`src/verilog/edspt_pkg.sv`:
```
package edspt_pkg;

    // clock and time base
    localparam int CLOCK_HZ = 40_000_000;
    localparam int TICK_MS = 1;
    localparam int CYCLES_PER_TICK = CLOCK_HZ / 1000 * TICK_MS;
    localparam logic [9:0] MS_PER_S = 10'h3e8;
    localparam logic [9:0] MS_PER_QUARTER = 10'h0fa;
    localparam logic [17:0] BLINK_HALF_MS = 18'h0_01f4;

    // register byte offsets
    localparam logic [7:0] OFS_CTRL = 8'h00;
    localparam logic [7:0] OFS_PARENT_TIMEOUT = 8'h04;
    localparam logic [7:0] OFS_END_POLL = 8'h08;
    localparam logic [7:0] OFS_SLEEP_DUR = 8'h0c;
    localparam logic [7:0] OFS_AWAKE_POLL = 8'h10;
    localparam logic [7:0] OFS_STANDBY = 8'h14;
    localparam logic [7:0] OFS_REJOIN = 8'h18;
    localparam logic [7:0] OFS_STATUS = 8'h1c;
    // key banks: offset bits 7:4 pick the bank, bits 3:2 the word, word 0 is key bits 31:0
    localparam logic [3:0] BANK_LINK_KEY = 4'h2;
    localparam logic [3:0] BANK_NET_KEY = 4'h3;
    localparam logic [3:0] BANK_NEW_KEY = 4'h4;

    // control register fields
    localparam int CTRL_ROLE_LSB = 0;
    localparam int CTRL_SEC_BIT = 4;
    localparam int CTRL_IND_BIT = 5;
    localparam int CTRL_APPLY_BIT = 8;
    localparam int CTRL_KEY_UPDATE_BIT = 9;
    localparam int CTRL_KEY_SWITCH_BIT = 10;

    // status register fields
    localparam int STAT_ROLE_LSB = 0;
    localparam int STAT_STATE_LSB = 4;
    localparam int STAT_JOINED_BIT = 8;
    localparam int STAT_LINK_BIT = 9;
    localparam int STAT_NEW_KEY_BIT = 10;
    localparam int STAT_IND_BIT = 11;
    localparam int STAT_CHILD_LSB = 16;

    // values after reset
    localparam logic [7:0] PARENT_TIMEOUT_RST = 8'h3c;
    localparam logic [7:0] END_POLL_RST = 8'h05;
    localparam logic [7:0] SLEEP_DUR_RST = 8'h08;
    localparam logic [15:0] AWAKE_POLL_RST = 16'h0064;
    localparam logic [7:0] STANDBY_RST = 8'h05;
    localparam logic [7:0] REJOIN_RST = 8'h0a;
    localparam int KEY_W = 128;
    localparam logic [127:0] KEY_RST = {4{32'hffff_ffff}};

    typedef enum logic [2:0] {
        ROLE_NONE = 3'h0,
        ROLE_COORD = 3'h1,
        ROLE_ROUTER = 3'h2,
        ROLE_END = 3'h3,
        ROLE_SLEEPY = 3'h4
    } edspt_role_type;

    typedef enum logic [2:0] {
        ST_OFF = 3'h1,
        ST_AWAKE = 3'h2,
        ST_SLEEP = 3'h4
    } edspt_state_type;

endpackage

```
`src/verilog/edspt_ms_tick.sv`:
```
`timescale 1ns/1ps
module edspt_ms_tick #(
    parameter int CYCLES = edspt_pkg::CYCLES_PER_TICK
) (
    input wire logic i_clock,
    input wire logic i_resetn,
    output logic o_tick
);
    import edspt_pkg::*;

    localparam int CW = $clog2(CYCLES);
    localparam logic [CW-1:0] LAST = CW'(CYCLES - 1);

    logic [CW-1:0] count;

    always_ff @(posedge i_clock) begin
        if (!i_resetn) begin
            count <= '0;
            o_tick <= 1'b0;
        end else if (count == LAST) begin
            count <= '0;
            o_tick <= 1'b1;
        end else begin
            count <= count + 1'b1;
            o_tick <= 1'b0;
        end
    end

endmodule

```
`src/verilog/edspt_node_ctrl.sv`:
```
`timescale 1ns/1ps
module edspt_node_ctrl #(
    parameter int CYCLES_PER_MS = edspt_pkg::CYCLES_PER_TICK,
    parameter int CHILDREN = 4,
    parameter int IDX_W = $clog2(CHILDREN)
) (
    input wire logic i_clock,
    input wire logic i_resetn,
    input wire logic i_wb_cyc,
    input wire logic i_wb_stb,
    input wire logic i_wb_we,
    input wire logic [7:0] i_wb_adr,
    input wire logic [31:0] i_wb_dat,
    input wire logic [3:0] i_wb_sel,
    output logic [31:0] o_wb_dat,
    output logic o_wb_ack,
    input wire logic i_wake_pin,
    input wire logic i_serial_rxd,
    input wire logic i_serial_data,
    input wire logic i_radio_data,
    input wire logic i_joined,
    input wire logic i_parent_link_up,
    input wire logic i_child_join,
    input wire logic i_child_poll,
    input wire logic [IDX_W-1:0] i_child_index,
    input wire logic i_join_request,
    input wire logic [edspt_pkg::KEY_W-1:0] i_join_key,
    input wire logic i_key_update,
    input wire logic [edspt_pkg::KEY_W-1:0] i_key_update_value,
    input wire logic i_key_switch,
    output logic o_radio_on,
    output logic o_asleep,
    output logic o_poll_request,
    output logic o_rejoin_request,
    output logic [CHILDREN-1:0] o_child_active,
    output logic o_join_grant,
    output logic o_join_deny,
    output logic o_security_on,
    output logic [edspt_pkg::KEY_W-1:0] o_net_key,
    output logic o_key_distribute,
    output logic o_key_switch,
    output logic o_indicator
);
    import edspt_pkg::*;

    function automatic logic [17:0] to_ms(input logic [15:0] value, input logic [9:0] unit);
        return 18'(value * unit);
    endfunction

    function automatic logic reached(input logic tick, input logic [17:0] cnt, input logic [17:0] limit);
        return tick && ((cnt + 18'h0_0001) >= limit);
    endfunction

    function automatic logic [31:0] merge(input logic [31:0] old, input logic [31:0] dat, input logic [3:0] sel);
        logic [31:0] res;
        res = old;
        for (int b = 0; b < 4; b++) begin
            if (sel[b]) begin
                res[b*8 +: 8] = dat[b*8 +: 8];
            end
        end
        return res;
    endfunction

    ////////////////////////////////////////////////////////////////////////////////
    logic ms_tick;
    logic [2:0] role_pending;
    logic [2:0] role_active;
    logic ind_enable;
    logic apply;
    logic sw_switch;
    logic [7:0] parent_timeout;
    logic [7:0] end_poll;
    logic [7:0] sleep_dur;
    logic [15:0] awake_poll;
    logic [7:0] standby;
    logic [7:0] rejoin;
    logic [KEY_W-1:0] link_key;
    logic [KEY_W-1:0] new_key;
    logic new_key_valid;
    edspt_state_type state;
    logic [17:0] poll_cnt;
    logic [17:0] standby_cnt;
    logic [17:0] sleep_cnt;
    logic [17:0] rejoin_cnt;
    logic [17:0] blink_cnt;
    logic [17:0] child_cnt [CHILDREN];
    logic wake_meta;
    logic wake_sync;
    logic wake_last;
    logic rxd_meta;
    logic rxd_sync;
    logic rxd_last;
    logic [31:0] next_rdat;

    edspt_ms_tick #(
        .CYCLES(CYCLES_PER_MS)
    ) u_tick (
        .i_clock(i_clock),
        .i_resetn(i_resetn),
        .o_tick(ms_tick)
    );

    ////////////////////////////////////////////////////////////////////////////////
    // wishbone decode
    wire logic bus_req = i_wb_cyc && i_wb_stb && !o_wb_ack;
    wire logic wr = bus_req && i_wb_we;
    wire logic [7:0] offset = {i_wb_adr[7:2], 2'b00};
    wire logic [3:0] bank = i_wb_adr[7:4];
    wire logic [1:0] word = i_wb_adr[3:2];

    always_ff @(posedge i_clock) begin
        if (!i_resetn) begin
            o_wb_ack <= 1'b0;
            o_wb_dat <= 32'h0000_0000;
        end else begin
            o_wb_ack <= bus_req;
            o_wb_dat <= (bus_req && !i_wb_we) ? next_rdat : 32'h0000_0000;
        end
    end

    always_comb begin
        next_rdat = 32'h0000_0000;
        if (bank == BANK_LINK_KEY) begin
            next_rdat = link_key[word*32 +: 32];
        end else if (bank == BANK_NET_KEY) begin
            next_rdat = o_net_key[word*32 +: 32];
        end else if (bank == BANK_NEW_KEY) begin
            next_rdat = new_key[word*32 +: 32];
        end else begin
            case (offset)
                OFS_CTRL: begin
                    next_rdat[CTRL_ROLE_LSB +: 3] = role_pending;
                    next_rdat[CTRL_SEC_BIT] = o_security_on;
                    next_rdat[CTRL_IND_BIT] = ind_enable;
                end
                OFS_PARENT_TIMEOUT: next_rdat[7:0] = parent_timeout;
                OFS_END_POLL: next_rdat[7:0] = end_poll;
                OFS_SLEEP_DUR: next_rdat[7:0] = sleep_dur;
                OFS_AWAKE_POLL: next_rdat[15:0] = awake_poll;
                OFS_STANDBY: next_rdat[7:0] = standby;
                OFS_REJOIN: next_rdat[7:0] = rejoin;
                OFS_STATUS: begin
                    next_rdat[STAT_ROLE_LSB +: 3] = role_active;
                    next_rdat[STAT_STATE_LSB +: 3] = state;
                    next_rdat[STAT_JOINED_BIT] = i_joined;
                    next_rdat[STAT_LINK_BIT] = i_parent_link_up;
                    next_rdat[STAT_NEW_KEY_BIT] = new_key_valid;
                    next_rdat[STAT_IND_BIT] = o_indicator;
                    next_rdat[STAT_CHILD_LSB +: CHILDREN] = o_child_active;
                end
                default: next_rdat = 32'h0000_0000;
            endcase
        end
    end

    ////////////////////////////////////////////////////////////////////////////////
    // configuration registers; role changes only take hold through the apply command
    always_ff @(posedge i_clock) begin
        if (!i_resetn) begin
            role_pending <= ROLE_NONE;
            role_active <= ROLE_NONE;
            o_security_on <= 1'b0;
            ind_enable <= 1'b0;
            apply <= 1'b0;
            sw_switch <= 1'b0;
            o_key_distribute <= 1'b0;
            parent_timeout <= PARENT_TIMEOUT_RST;
            end_poll <= END_POLL_RST;
            sleep_dur <= SLEEP_DUR_RST;
            awake_poll <= AWAKE_POLL_RST;
            standby <= STANDBY_RST;
            rejoin <= REJOIN_RST;
            link_key <= KEY_RST;
        end else begin
            apply <= 1'b0;
            sw_switch <= 1'b0;
            o_key_distribute <= 1'b0;
            if (wr && bank == BANK_LINK_KEY) begin
                link_key[word*32 +: 32] <= merge(link_key[word*32 +: 32], i_wb_dat, i_wb_sel);
            end
            if (wr) begin
                case (offset)
                    OFS_CTRL: begin
                        if (i_wb_sel[0]) begin
                            role_pending <= i_wb_dat[CTRL_ROLE_LSB +: 3];
                            o_security_on <= i_wb_dat[CTRL_SEC_BIT];
                            ind_enable <= i_wb_dat[CTRL_IND_BIT];
                        end
                        if (i_wb_sel[1] && i_wb_dat[CTRL_APPLY_BIT]) begin
                            role_active <= i_wb_sel[0] ? i_wb_dat[CTRL_ROLE_LSB +: 3] : role_pending;
                            apply <= 1'b1;
                        end
                        if (i_wb_sel[1] && i_wb_dat[CTRL_KEY_UPDATE_BIT] && role_active == ROLE_COORD) begin
                            o_key_distribute <= 1'b1;
                        end
                        if (i_wb_sel[1] && i_wb_dat[CTRL_KEY_SWITCH_BIT]) begin
                            sw_switch <= 1'b1;
                        end
                    end
                    OFS_PARENT_TIMEOUT: if (i_wb_sel[0]) parent_timeout <= i_wb_dat[7:0];
                    OFS_END_POLL: if (i_wb_sel[0]) end_poll <= i_wb_dat[7:0];
                    OFS_SLEEP_DUR: if (i_wb_sel[0]) sleep_dur <= i_wb_dat[7:0];
                    OFS_AWAKE_POLL: awake_poll <= 16'(merge({16'h0000, awake_poll}, i_wb_dat, i_wb_sel));
                    OFS_STANDBY: if (i_wb_sel[0]) standby <= i_wb_dat[7:0];
                    OFS_REJOIN: if (i_wb_sel[0]) rejoin <= i_wb_dat[7:0];
                    default: ;
                endcase
            end
        end
    end

    ////////////////////////////////////////////////////////////////////////////////
    // wake pin and serial line are asynchronous pins
    always_ff @(posedge i_clock) begin
        if (!i_resetn) begin
            wake_meta <= 1'b1;
            wake_sync <= 1'b1;
            wake_last <= 1'b1;
            rxd_meta <= 1'b1;
            rxd_sync <= 1'b1;
            rxd_last <= 1'b1;
        end else begin
            wake_meta <= i_wake_pin;
            wake_sync <= wake_meta;
            wake_last <= wake_sync;
            rxd_meta <= i_serial_rxd;
            rxd_sync <= rxd_meta;
            rxd_last <= rxd_sync;
        end
    end

    wire logic wake_fall = wake_last && !wake_sync;
    // a start bit wakes the node; the byte it begins may be lost while the receiver comes up
    wire logic rxd_fall = rxd_last && !rxd_sync;
    wire logic is_end = role_active == ROLE_END;
    wire logic is_sleepy = role_active == ROLE_SLEEPY;
    wire logic is_parent = role_active == ROLE_COORD || role_active == ROLE_ROUTER;
    wire logic is_child = is_end || is_sleepy || role_active == ROLE_ROUTER;
    wire logic activity = i_serial_data || i_radio_data || rxd_fall;
    wire logic [17:0] poll_limit = is_sleepy ? to_ms(awake_poll, 10'h001) : to_ms({8'h00, end_poll}, MS_PER_S);
    wire logic poll_hit = reached(ms_tick, poll_cnt, poll_limit);
    wire logic standby_hit = reached(ms_tick, standby_cnt, to_ms({8'h00, standby}, MS_PER_S));
    wire logic sleep_hit = reached(ms_tick, sleep_cnt, to_ms({8'h00, sleep_dur}, MS_PER_QUARTER));
    wire logic rejoin_hit = reached(ms_tick, rejoin_cnt, to_ms({8'h00, rejoin}, MS_PER_S));
    wire logic blink_hit = reached(ms_tick, blink_cnt, BLINK_HALF_MS);
    wire logic [17:0] child_limit = to_ms({8'h00, parent_timeout}, MS_PER_S);

    ////////////////////////////////////////////////////////////////////////////////
    // sleep and wake sequencing
    always_ff @(posedge i_clock) begin
        if (!i_resetn) begin
            state <= ST_OFF;
        end else if (apply) begin
            state <= ST_OFF;
        end else begin
            unique case (state)
                ST_OFF: begin
                    if (i_joined && (is_end || is_sleepy)) begin
                        state <= ST_AWAKE;
                    end
                end
                ST_AWAKE: begin
                    if (!i_joined) begin
                        state <= ST_OFF;
                    end else if (is_sleepy && standby_hit && !activity) begin
                        state <= ST_SLEEP;
                    end
                end
                ST_SLEEP: begin
                    if (sleep_hit || wake_fall || rxd_fall) begin
                        state <= ST_AWAKE;
                    end
                end
            endcase
        end
    end

    always_ff @(posedge i_clock) begin
        if (!i_resetn) begin
            o_radio_on <= 1'b1;
            o_asleep <= 1'b0;
        end else begin
            o_radio_on <= state != ST_SLEEP;
            o_asleep <= state == ST_SLEEP;
        end
    end

    ////////////////////////////////////////////////////////////////////////////////
    // millisecond timers
    always_ff @(posedge i_clock) begin
        if (!i_resetn) begin
            poll_cnt <= 18'h0_0000;
            o_poll_request <= 1'b0;
        end else begin
            o_poll_request <= state == ST_AWAKE && poll_hit && !apply;
            if (state != ST_AWAKE || apply || poll_hit) begin
                poll_cnt <= 18'h0_0000;
            end else if (ms_tick) begin
                poll_cnt <= poll_cnt + 18'h0_0001;
            end
        end
    end

    always_ff @(posedge i_clock) begin
        if (!i_resetn) begin
            standby_cnt <= 18'h0_0000;
        end else if (state != ST_AWAKE || apply || activity || standby_hit) begin
            standby_cnt <= 18'h0_0000;
        end else if (ms_tick) begin
            standby_cnt <= standby_cnt + 18'h0_0001;
        end
    end

    always_ff @(posedge i_clock) begin
        if (!i_resetn) begin
            sleep_cnt <= 18'h0_0000;
        end else if (state != ST_SLEEP || apply) begin
            sleep_cnt <= 18'h0_0000;
        end else if (ms_tick) begin
            sleep_cnt <= sleep_cnt + 18'h0_0001;
        end
    end

    // keeps asking every rejoin timeout for as long as the link stays down
    always_ff @(posedge i_clock) begin
        if (!i_resetn) begin
            rejoin_cnt <= 18'h0_0000;
            o_rejoin_request <= 1'b0;
        end else begin
            o_rejoin_request <= is_child && !i_parent_link_up && rejoin_hit && !apply;
            if (!is_child || i_parent_link_up || apply || rejoin_hit) begin
                rejoin_cnt <= 18'h0_0000;
            end else if (ms_tick) begin
                rejoin_cnt <= rejoin_cnt + 18'h0_0001;
            end
        end
    end

    always_ff @(posedge i_clock) begin
        if (!i_resetn) begin
            blink_cnt <= 18'h0_0000;
            o_indicator <= 1'b0;
        end else if (!(i_joined && ind_enable) || apply) begin
            blink_cnt <= 18'h0_0000;
            o_indicator <= 1'b0;
        end else if (blink_hit) begin
            blink_cnt <= 18'h0_0000;
            o_indicator <= !o_indicator;
        end else if (ms_tick) begin
            blink_cnt <= blink_cnt + 18'h0_0001;
        end
    end

    ////////////////////////////////////////////////////////////////////////////////
    // child table: one silence counter per slot, cleared by each poll
    always_ff @(posedge i_clock) begin
        if (!i_resetn || apply || !is_parent) begin
            o_child_active <= '0;
            for (int i = 0; i < CHILDREN; i++) begin
                child_cnt[i] <= 18'h0_0000;
            end
        end else begin
            for (int i = 0; i < CHILDREN; i++) begin
                if ((i_child_join || i_child_poll) && i_child_index == IDX_W'(i)) begin
                    child_cnt[i] <= 18'h0_0000;
                    if (i_child_join) begin
                        o_child_active[i] <= 1'b1;
                    end
                end else if (reached(ms_tick, child_cnt[i], child_limit)) begin
                    o_child_active[i] <= 1'b0;
                    child_cnt[i] <= 18'h0_0000;
                end else if (ms_tick && o_child_active[i]) begin
                    child_cnt[i] <= child_cnt[i] + 18'h0_0001;
                end
            end
        end
    end

    ////////////////////////////////////////////////////////////////////////////////
    // keys and trust center check
    always_ff @(posedge i_clock) begin
        if (!i_resetn) begin
            o_join_grant <= 1'b0;
            o_join_deny <= 1'b0;
        end else begin
            o_join_grant <= i_join_request && role_active == ROLE_COORD && i_join_key == link_key;
            o_join_deny <= i_join_request && role_active == ROLE_COORD && i_join_key != link_key;
        end
    end

    // an update arriving with a switch becomes the next pending key, not the active one
    always_ff @(posedge i_clock) begin
        if (!i_resetn) begin
            o_net_key <= KEY_RST;
            new_key <= KEY_RST;
            new_key_valid <= 1'b0;
            o_key_switch <= 1'b0;
        end else begin
            o_key_switch <= sw_switch && role_active == ROLE_COORD;
            if (wr && bank == BANK_NET_KEY) begin
                o_net_key[word*32 +: 32] <= merge(o_net_key[word*32 +: 32], i_wb_dat, i_wb_sel);
            end else if ((i_key_switch || sw_switch) && new_key_valid) begin
                o_net_key <= new_key;
            end
            if ((i_key_switch || sw_switch) && new_key_valid) begin
                new_key_valid <= 1'b0;
            end
            if (i_key_update) begin
                new_key <= i_key_update_value;
                new_key_valid <= 1'b1;
            end else if (wr && bank == BANK_NEW_KEY) begin
                new_key[word*32 +: 32] <= merge(new_key[word*32 +: 32], i_wb_dat, i_wb_sel);
                new_key_valid <= 1'b1;
            end
        end
    end

endmodule

```
`config.mk`:
```
export PLATFORM = sky130hd
export DESIGN_NAME = edspt_node_ctrl
export DESIGN_NICKNAME = d
export VERILOG_FILES = /design/src/verilog/edspt_pkg.sv /design/src/verilog/edspt_ms_tick.sv /design/src/verilog/edspt_node_ctrl.sv
export SDC_FILE = /design/constraint.sdc
export NUM_CORES = 2
export LEC_CHECK = 0
export BUFFER_PORTS_ARGS = -buffer_cell sky130_fd_sc_hd__buf_2
export CAP_MARGIN = 20
export CORE_ASPECT_RATIO = 0.8
export CORE_UTILIZATION = 50
export DETAILED_ROUTE_END_ITERATION = 12
export HOLD_SLACK_MARGIN = 0.05
export PLACE_DENSITY = 0.7
export SYNTH_ARGS = -nofsm -noshare
export SYNTH_HDL_FRONTEND = slang
export SYNTH_HIERARCHICAL = 1
export SYNTH_SLANG_ARGS = --single-unit
```
`constraint.sdc`:
```
create_clock -name i_clock -period 7.1 [get_ports i_clock]
set_input_delay 1.065 -clock i_clock [delete_from_list [all_inputs] [get_ports i_clock]]
set_output_delay 1.065 -clock i_clock [all_outputs]
set_load 0.05 [all_outputs]
```
* Word-level counts from Yosys, hierarchy flattened *
Memory sizes are Yosys's and may differ from the RTL's.
Cells that the tools add are included.
W data, S select, Z words.

operators by class
  $add $sub $neg = 11
  multipliers = 5
  divide/modulo/power cells = 0
  order comparisons = 9
  equal/unequal tests = 32
  shifts and indexed selects = 7
  muxes and demuxes = 143
  bitwise gates (word level) = 13
  reduce and logical (&&, ||, !) cells = 110

operators by type and width
  cell                         count
  $mux W128                    4
  $bwmux W128                  3
  $shiftx A128 B8 Y32          3
  $shiftx A32 B34 Y128         3
  $mux W8                      40
  $mux W18                     13
  $add A18 B1 Y18 const B      9
  $eq A128 B128 Y1             1
  $ne A128 B128 Y1             1
  $shift A32 B34 Y128 const A  1
  $ge A18 B18 Y1               7
  $mux W32                     3
  $mul A8 B7 Y15 const B       5
  $mux W1                      66
  $logic_and A1 B1 Y1          44
  $neg A7 Y34                  1
  $reduce_and A3 Y1            11
  $eq A6 B3 Y1 const B         4
  $pmux W3 S8                  1
  $logic_or A1 B1 Y1           20
  $ge A18 B16 Y1               1
  $ge A18 B9 Y1 const B        1
  $add A16 B1 Y16 const B      1
  $eq A16 B16 Y1 const B       1
  29 further kinds             86

storage, ports and cells
  bits in registers = 613
  bits in latches = 0
  memory bits (writable) = 72
  ROM bits = 0
  input bits = 318
  output and inout port bits = 175
  word-level logic and storage cells = 377
  memories kept = 1

memory list
  name       words  bits a word  rd ports  clocked after memory_dff  write ports  RTL line               text
  child_cnt  4      18           4         0                         4            edspt_node_ctrl.sv:87  logic [17:0] child_cnt [CHILDREN];

* Logic depth before layout (Yosys ltp) *
  word-level depth = 11
  gate-level depth with buffers = 25
  mapped depth without buffers = 24

* Cells and area by module *
Netlist, hierarchy kept.

by module, submodules not included
  module           instances  cells each  area an instance (µm²)  seq. area each (µm²)
  edspt_node_ctrl  1          4772        42684.7                 14093.5
  edspt_ms_tick    1          83          779.5                   340.3

* Worst setup path after synthesis *
OpenSTA, ideal clock, no wires.

  path type = register to register
  start point = register parent_timeout[0]
  end point = memory child_cnt[0][0], enable pin
  library setup time = 399 ps
  data arrival time = 5670 ps
  data required time = 6701 ps
  path slack = 1031 ps
  stages on the path, launching flop included = 21
  path buffers = 0
  period minus slack after synthesis = 6069 ps
  cells stage by stage = dfxtp_1 -> fa_1 -> inv_1 -> fa_1 -> fa_1 -> fa_1 -> inv_1 -> ha_1 -> nand2_1 -> o21ai_0 -> o41a_1 -> a41o_1 -> o21ai_0 -> nand2b_1 -> a21oi_1 -> xnor2_1 -> ha_1 -> nand4_1 -> a21oi_1 -> a2111oi_0 -> o211ai_1

RTL lines
  element                   RTL line                text
  start: declaration        edspt_node_ctrl.sv:72   logic [7:0] parent_timeout;
  start signal: assignment  edspt_node_ctrl.sv:201  OFS_PARENT_TIMEOUT: if (i_wb_sel[0]) parent_timeout <= i_wb_dat[7:0];
  end: declaration          edspt_node_ctrl.sv:87

==> summary.md <==
| Metric | Value |
|---|---|
| Status | `finished, final reports clean` |
| Final wirelength | `155 mm` |
| CTS Buf Count | `74` |
| Routed vias | `39700` |
| Chip width | `332 um` |
| Vias per inst | `6.19` |
| Share of cells above drive strength 1 | `15.7%` |
| Worst EP arrival | `6.81 ns` |
| Setup WS post-layout | `0.497 ns` |
| DR pass1 iterations | `6` |
| Switch share | `26.8%` |
| Total number of H-tree levels | `3` |
| 1st-iter DRT viols | `4673` |
| Routed Antenna Nets | `0` |
| Clk_lat worst skew | `0.66 ns` |
| Int Pwr | `6.99 mW` |
| Fin Clk Skew | `0.0317 ns` |
| Worst r2r path cells | `20` |
| CTS Hold Bufs | `0` |
| Die area | `just under 90000 um^2` |
| Area added between synthesis and finish | `14.0%` |
| Predominant post-synthesis flop cell | `dfxtp_1` |
| Synth unique cells | `85` |
| Top cell type's share of synthesized area | `approximately 28%` |
| Post-route minimum period | `6.60 ns` |
| Yosys warns | `6` |
| DP Worst Slack | `about 0.52 ns` |
| Static leakage | `21.6 nW` |
| Slew Limit Fails | `0` |
| Chip height | `approximately 270 um` |
| Num ports | `just under 500` |
| Max cap viols | `0` |
| # port buffers | `490` |
| Post-CTS resize count | `0` |
| Kind of end point of the critical path | `flip-flop` |
| Unrepaired setup endpoints after global routing | `false` |
| Worst Max-Slew Pin Slew | `roughly 1.2 ns` |
| Detail Placement HPWL | `112 mm` |
| Top cells by area, synth | `dfxtp_1 28%, ha_1 9.5%, nand2_1 5.3%` |
| Tcrit/Tclk final | `93.0%` |
| Post-Syn Area | `43500 um^2` |
| Core area | `roughly 86000 um^2` |
| Max Fclk | `0.151 GHz` |
| Max clock buf depth | `3` |
| Flop pwr share | `42.9%` |
| Pwr per Cell Area | `approximately 190 nW/um^2` |
| Routed length per placed instance | `24.2 um` |
| Commonest cells after routing, fill and taps aside | `612 x dfxtp_1, 610 x nand2_1, 486 x buf_2` |
| Max rail drop VDD | `188 uV` |
| Clock Sinks | `roughly 700` |
| Setup Viol. Count Final | `0` |
| CP Class | `flip-flop to flip-flop` |
| Largest net degree at the start of global routing | `roughly 100` |
| Sequential share of the synthesized area | `33.2%` |
| Total GRT Usage | `34.3%` |
| GRT Residual Overflow | `0` |
| Post-CTS Setup Repair Bufs | `0` |
| Post-synth EDFFs | `72` |
| CTS tree | `yes` |
| CP Launch Type | `flip-flop` |
| Area leader, netlist | `dfxtp_1` |
| Sw power | `2.56 mW` |
| Final nets | `5944` |
| R2R setup slack | `0.50 ns` |
| First-pass GRT wire length | `around 230 mm` |
| Hold Violations, Final | `0` |
| Post-route cell area | `49600 um^2` |
| Post-Syn Instances | `between 4000 and 5000` |
| Antenna violations before repair | `38` |
| Worst r2r src | `parent_timeout[2]` |
| Setup TNS | `0 ns` |
| Vias in the first global route | `37100` |
| Critical Path RT | `7.31 ns` |
| Worst reg2reg endpoint | `child_cnt[2][16]` |
| CP Max Fanout | `18` |
| Number of placement rows | `96` |
| Worst hold start | `wake_meta` |
| Comb power frac | `11.2%` |
| Post-Syn Nets | `5611` |
| Most common cell after layout, fill and taps aside | `dfxtp_1` |
| Avg Inst Size Synth | `between 8 and 9 um^2` |
| Final GP Congestion | `0.978` |
| WHS Path Cells | `1` |
| Worst rel slew slack | `between 20 and 25%` |
| Worst min path class | `flip-flop to flip-flop` |
| Clk slew on worst S/H paths | `0.06 ns` |
| DRC | `0` |
| Fraction of registers with async set/reset | `0%` |
| Clock Tree Root | `clkbuf_16` |
| Dpl cell area | `46700 um^2` |
| Worst hold endpoint | `wake_sync` |
| Initial Utilization | `50.6%` |
| Clock group share of total power | `45.9%` |
| Yosys reg bits | `~690` |
==> stage by stage <==
stage	hold slack, ns	std cells	total power, mW	util, %
floorplan	0.386	4855	4.81	-
global placement	0.390	6239	5.20	54.4
detailed placement	0.397	6239	5.22	54.4
CTS	0.413	6376	9.53	57.6
global route	0.417	6400	9.79	57.7
finish	0.410	6406	9.55	57.7
==> critical path, stage by stage, from the launching register on <==
cell      delay (ns)
dfxtp_1         0.40
fa_1            0.59
inv_1           0.06
fa_1            0.53
fa_1            0.44
fa_1            0.52
inv_1           0.04
ha_1            0.32
nand2_1         0.08
o21ai_0         0.17
o41a_1          0.39
a41o_1          0.26
nor2_1          0.12
xor2_1          0.51
ha_1            0.36
a21o_1          0.16
a21o_1          0.16
a211oi_1        0.28
nand2_1         0.10
o21ai_0         0.15
nand2_1         0.50
==> sequential cells by signal, summed over array words and instances, names as in the netlist, 16 cells and up <==
name	cells
o_wb_dat	32
standby_cnt	18
new_key	128
o_net_key	128
sleep_cnt	18
link_key	128
u_tick/count	16
poll_cnt	18
child_cnt	72
blink_cnt	18
rejoin_cnt	18
awake_poll	16
==> logic make-up (layout without fill, tap and decap cells) <==
kind of cell	Yosys count	count (layout)	synth area share, %
simple gates	1573	1573	16.8
buf+inv	516	910	4.59
flops	685	685	33.2
xor+xnor	383	383	7.72
fa+ha+maj	438	438	14.5
mux	225	225	7.99
other cells	0	30	0
compound gates	1035	1035	15.2
==> metal layers <==
metal | global-route usage, % | vias up | part of all wire (%)
li1 | - | 18000 | -
met1 | 47.6 | 18900 | 41
met2 | 49.0 | 2374 | 41
met3 | 9.92 | 429 | 13
met4 | 15.8 | 10 | 4.6
met5 | 0 | - | 0.040
==> layout make-up <==
class / count / area, um^2
Clock inverter: 39 / 583
Clock buffer: 98 / 2170
Sequential cell: 685 / 14400
Inverter: 224 / 846
Tap cell: 1127 / 1410
Fill cell: 7614 / 36300
Antenna cell: 30 / 75.1
Timing Repair Buffer: 549 / 2920
Multi-Input combinational cell: 3654 / 27100
==> worst max-delay path by stage <==
| stage | endpoint | start | slack [ns] | depth (start not counted) |
|---|---|---|---|---|
| floorplan | child_cnt[0][0] | parent_timeout[0] | 1.03 | 20 |
| global placement | child_cnt[2][3] | parent_timeout[1] | 0.66 | 20 |
| detailed placement | child_cnt[2][3] | parent_timeout[2] | 0.52 | 20 |
| CTS | child_cnt[2][16] | parent_timeout[2] | 0.51 | 20 |
| global route | child_cnt[2][16] | parent_timeout[1] | 0.14 | 20 |
| finish | child_cnt[2][16] | parent_timeout[2] | 0.50 | 20 |
==> power groups by stage <==
| stage | sequential [mW] | combinational [mW] | clock, mW |
|---|---|---|---|
| after detailed placement | 4.18 | 1.04 | 0 |
| after floorplan | 4.31 | 0.497 | 0 |
| final | 4.10 | 1.07 | 4.38 |
| after CTS | 4.09 | 1.04 | 4.40 |
| after global routing | 4.11 | 1.12 | 4.56 |
| after global placement | 4.18 | 1.03 | 0 |
==> synthesized netlist by cell type (8+ instances only) <==
master / n
a211o_1: 8
a211oi_1: 15
a21boi_0: 8
a21o_1: 32
a21oi_1: 388
a221oi_1: 11
a222oi_1: 14
a22oi_1: 24
a31oi_1: 11
and2_1: 17
and3_1: 64
and4_1: 15
buf_1: 21
buf_2: 14
clkbuf_1: 250
dfxtp_1: 613
edfxtp_1: 72
fa_1: 109
ha_1: 329
inv_1: 224
mux2_2: 14
mux2i_1: 115
mux4_2: 96
nand2_1: 611
nand2b_1: 39
nand3_1: 165
nand4_1: 71
nor2_1: 367
nor2b_1: 81
nor3_1: 47
nor3b_1: 8
nor4_1: 49
o2111ai_1: 128
o211ai_1: 133
o21a_1: 16
o21ai_0: 188
o31ai_1: 9
or3_1: 12
xnor2_1: 151
xor2_1: 232
Note: power is estimated with default switching activity, not from simulation.
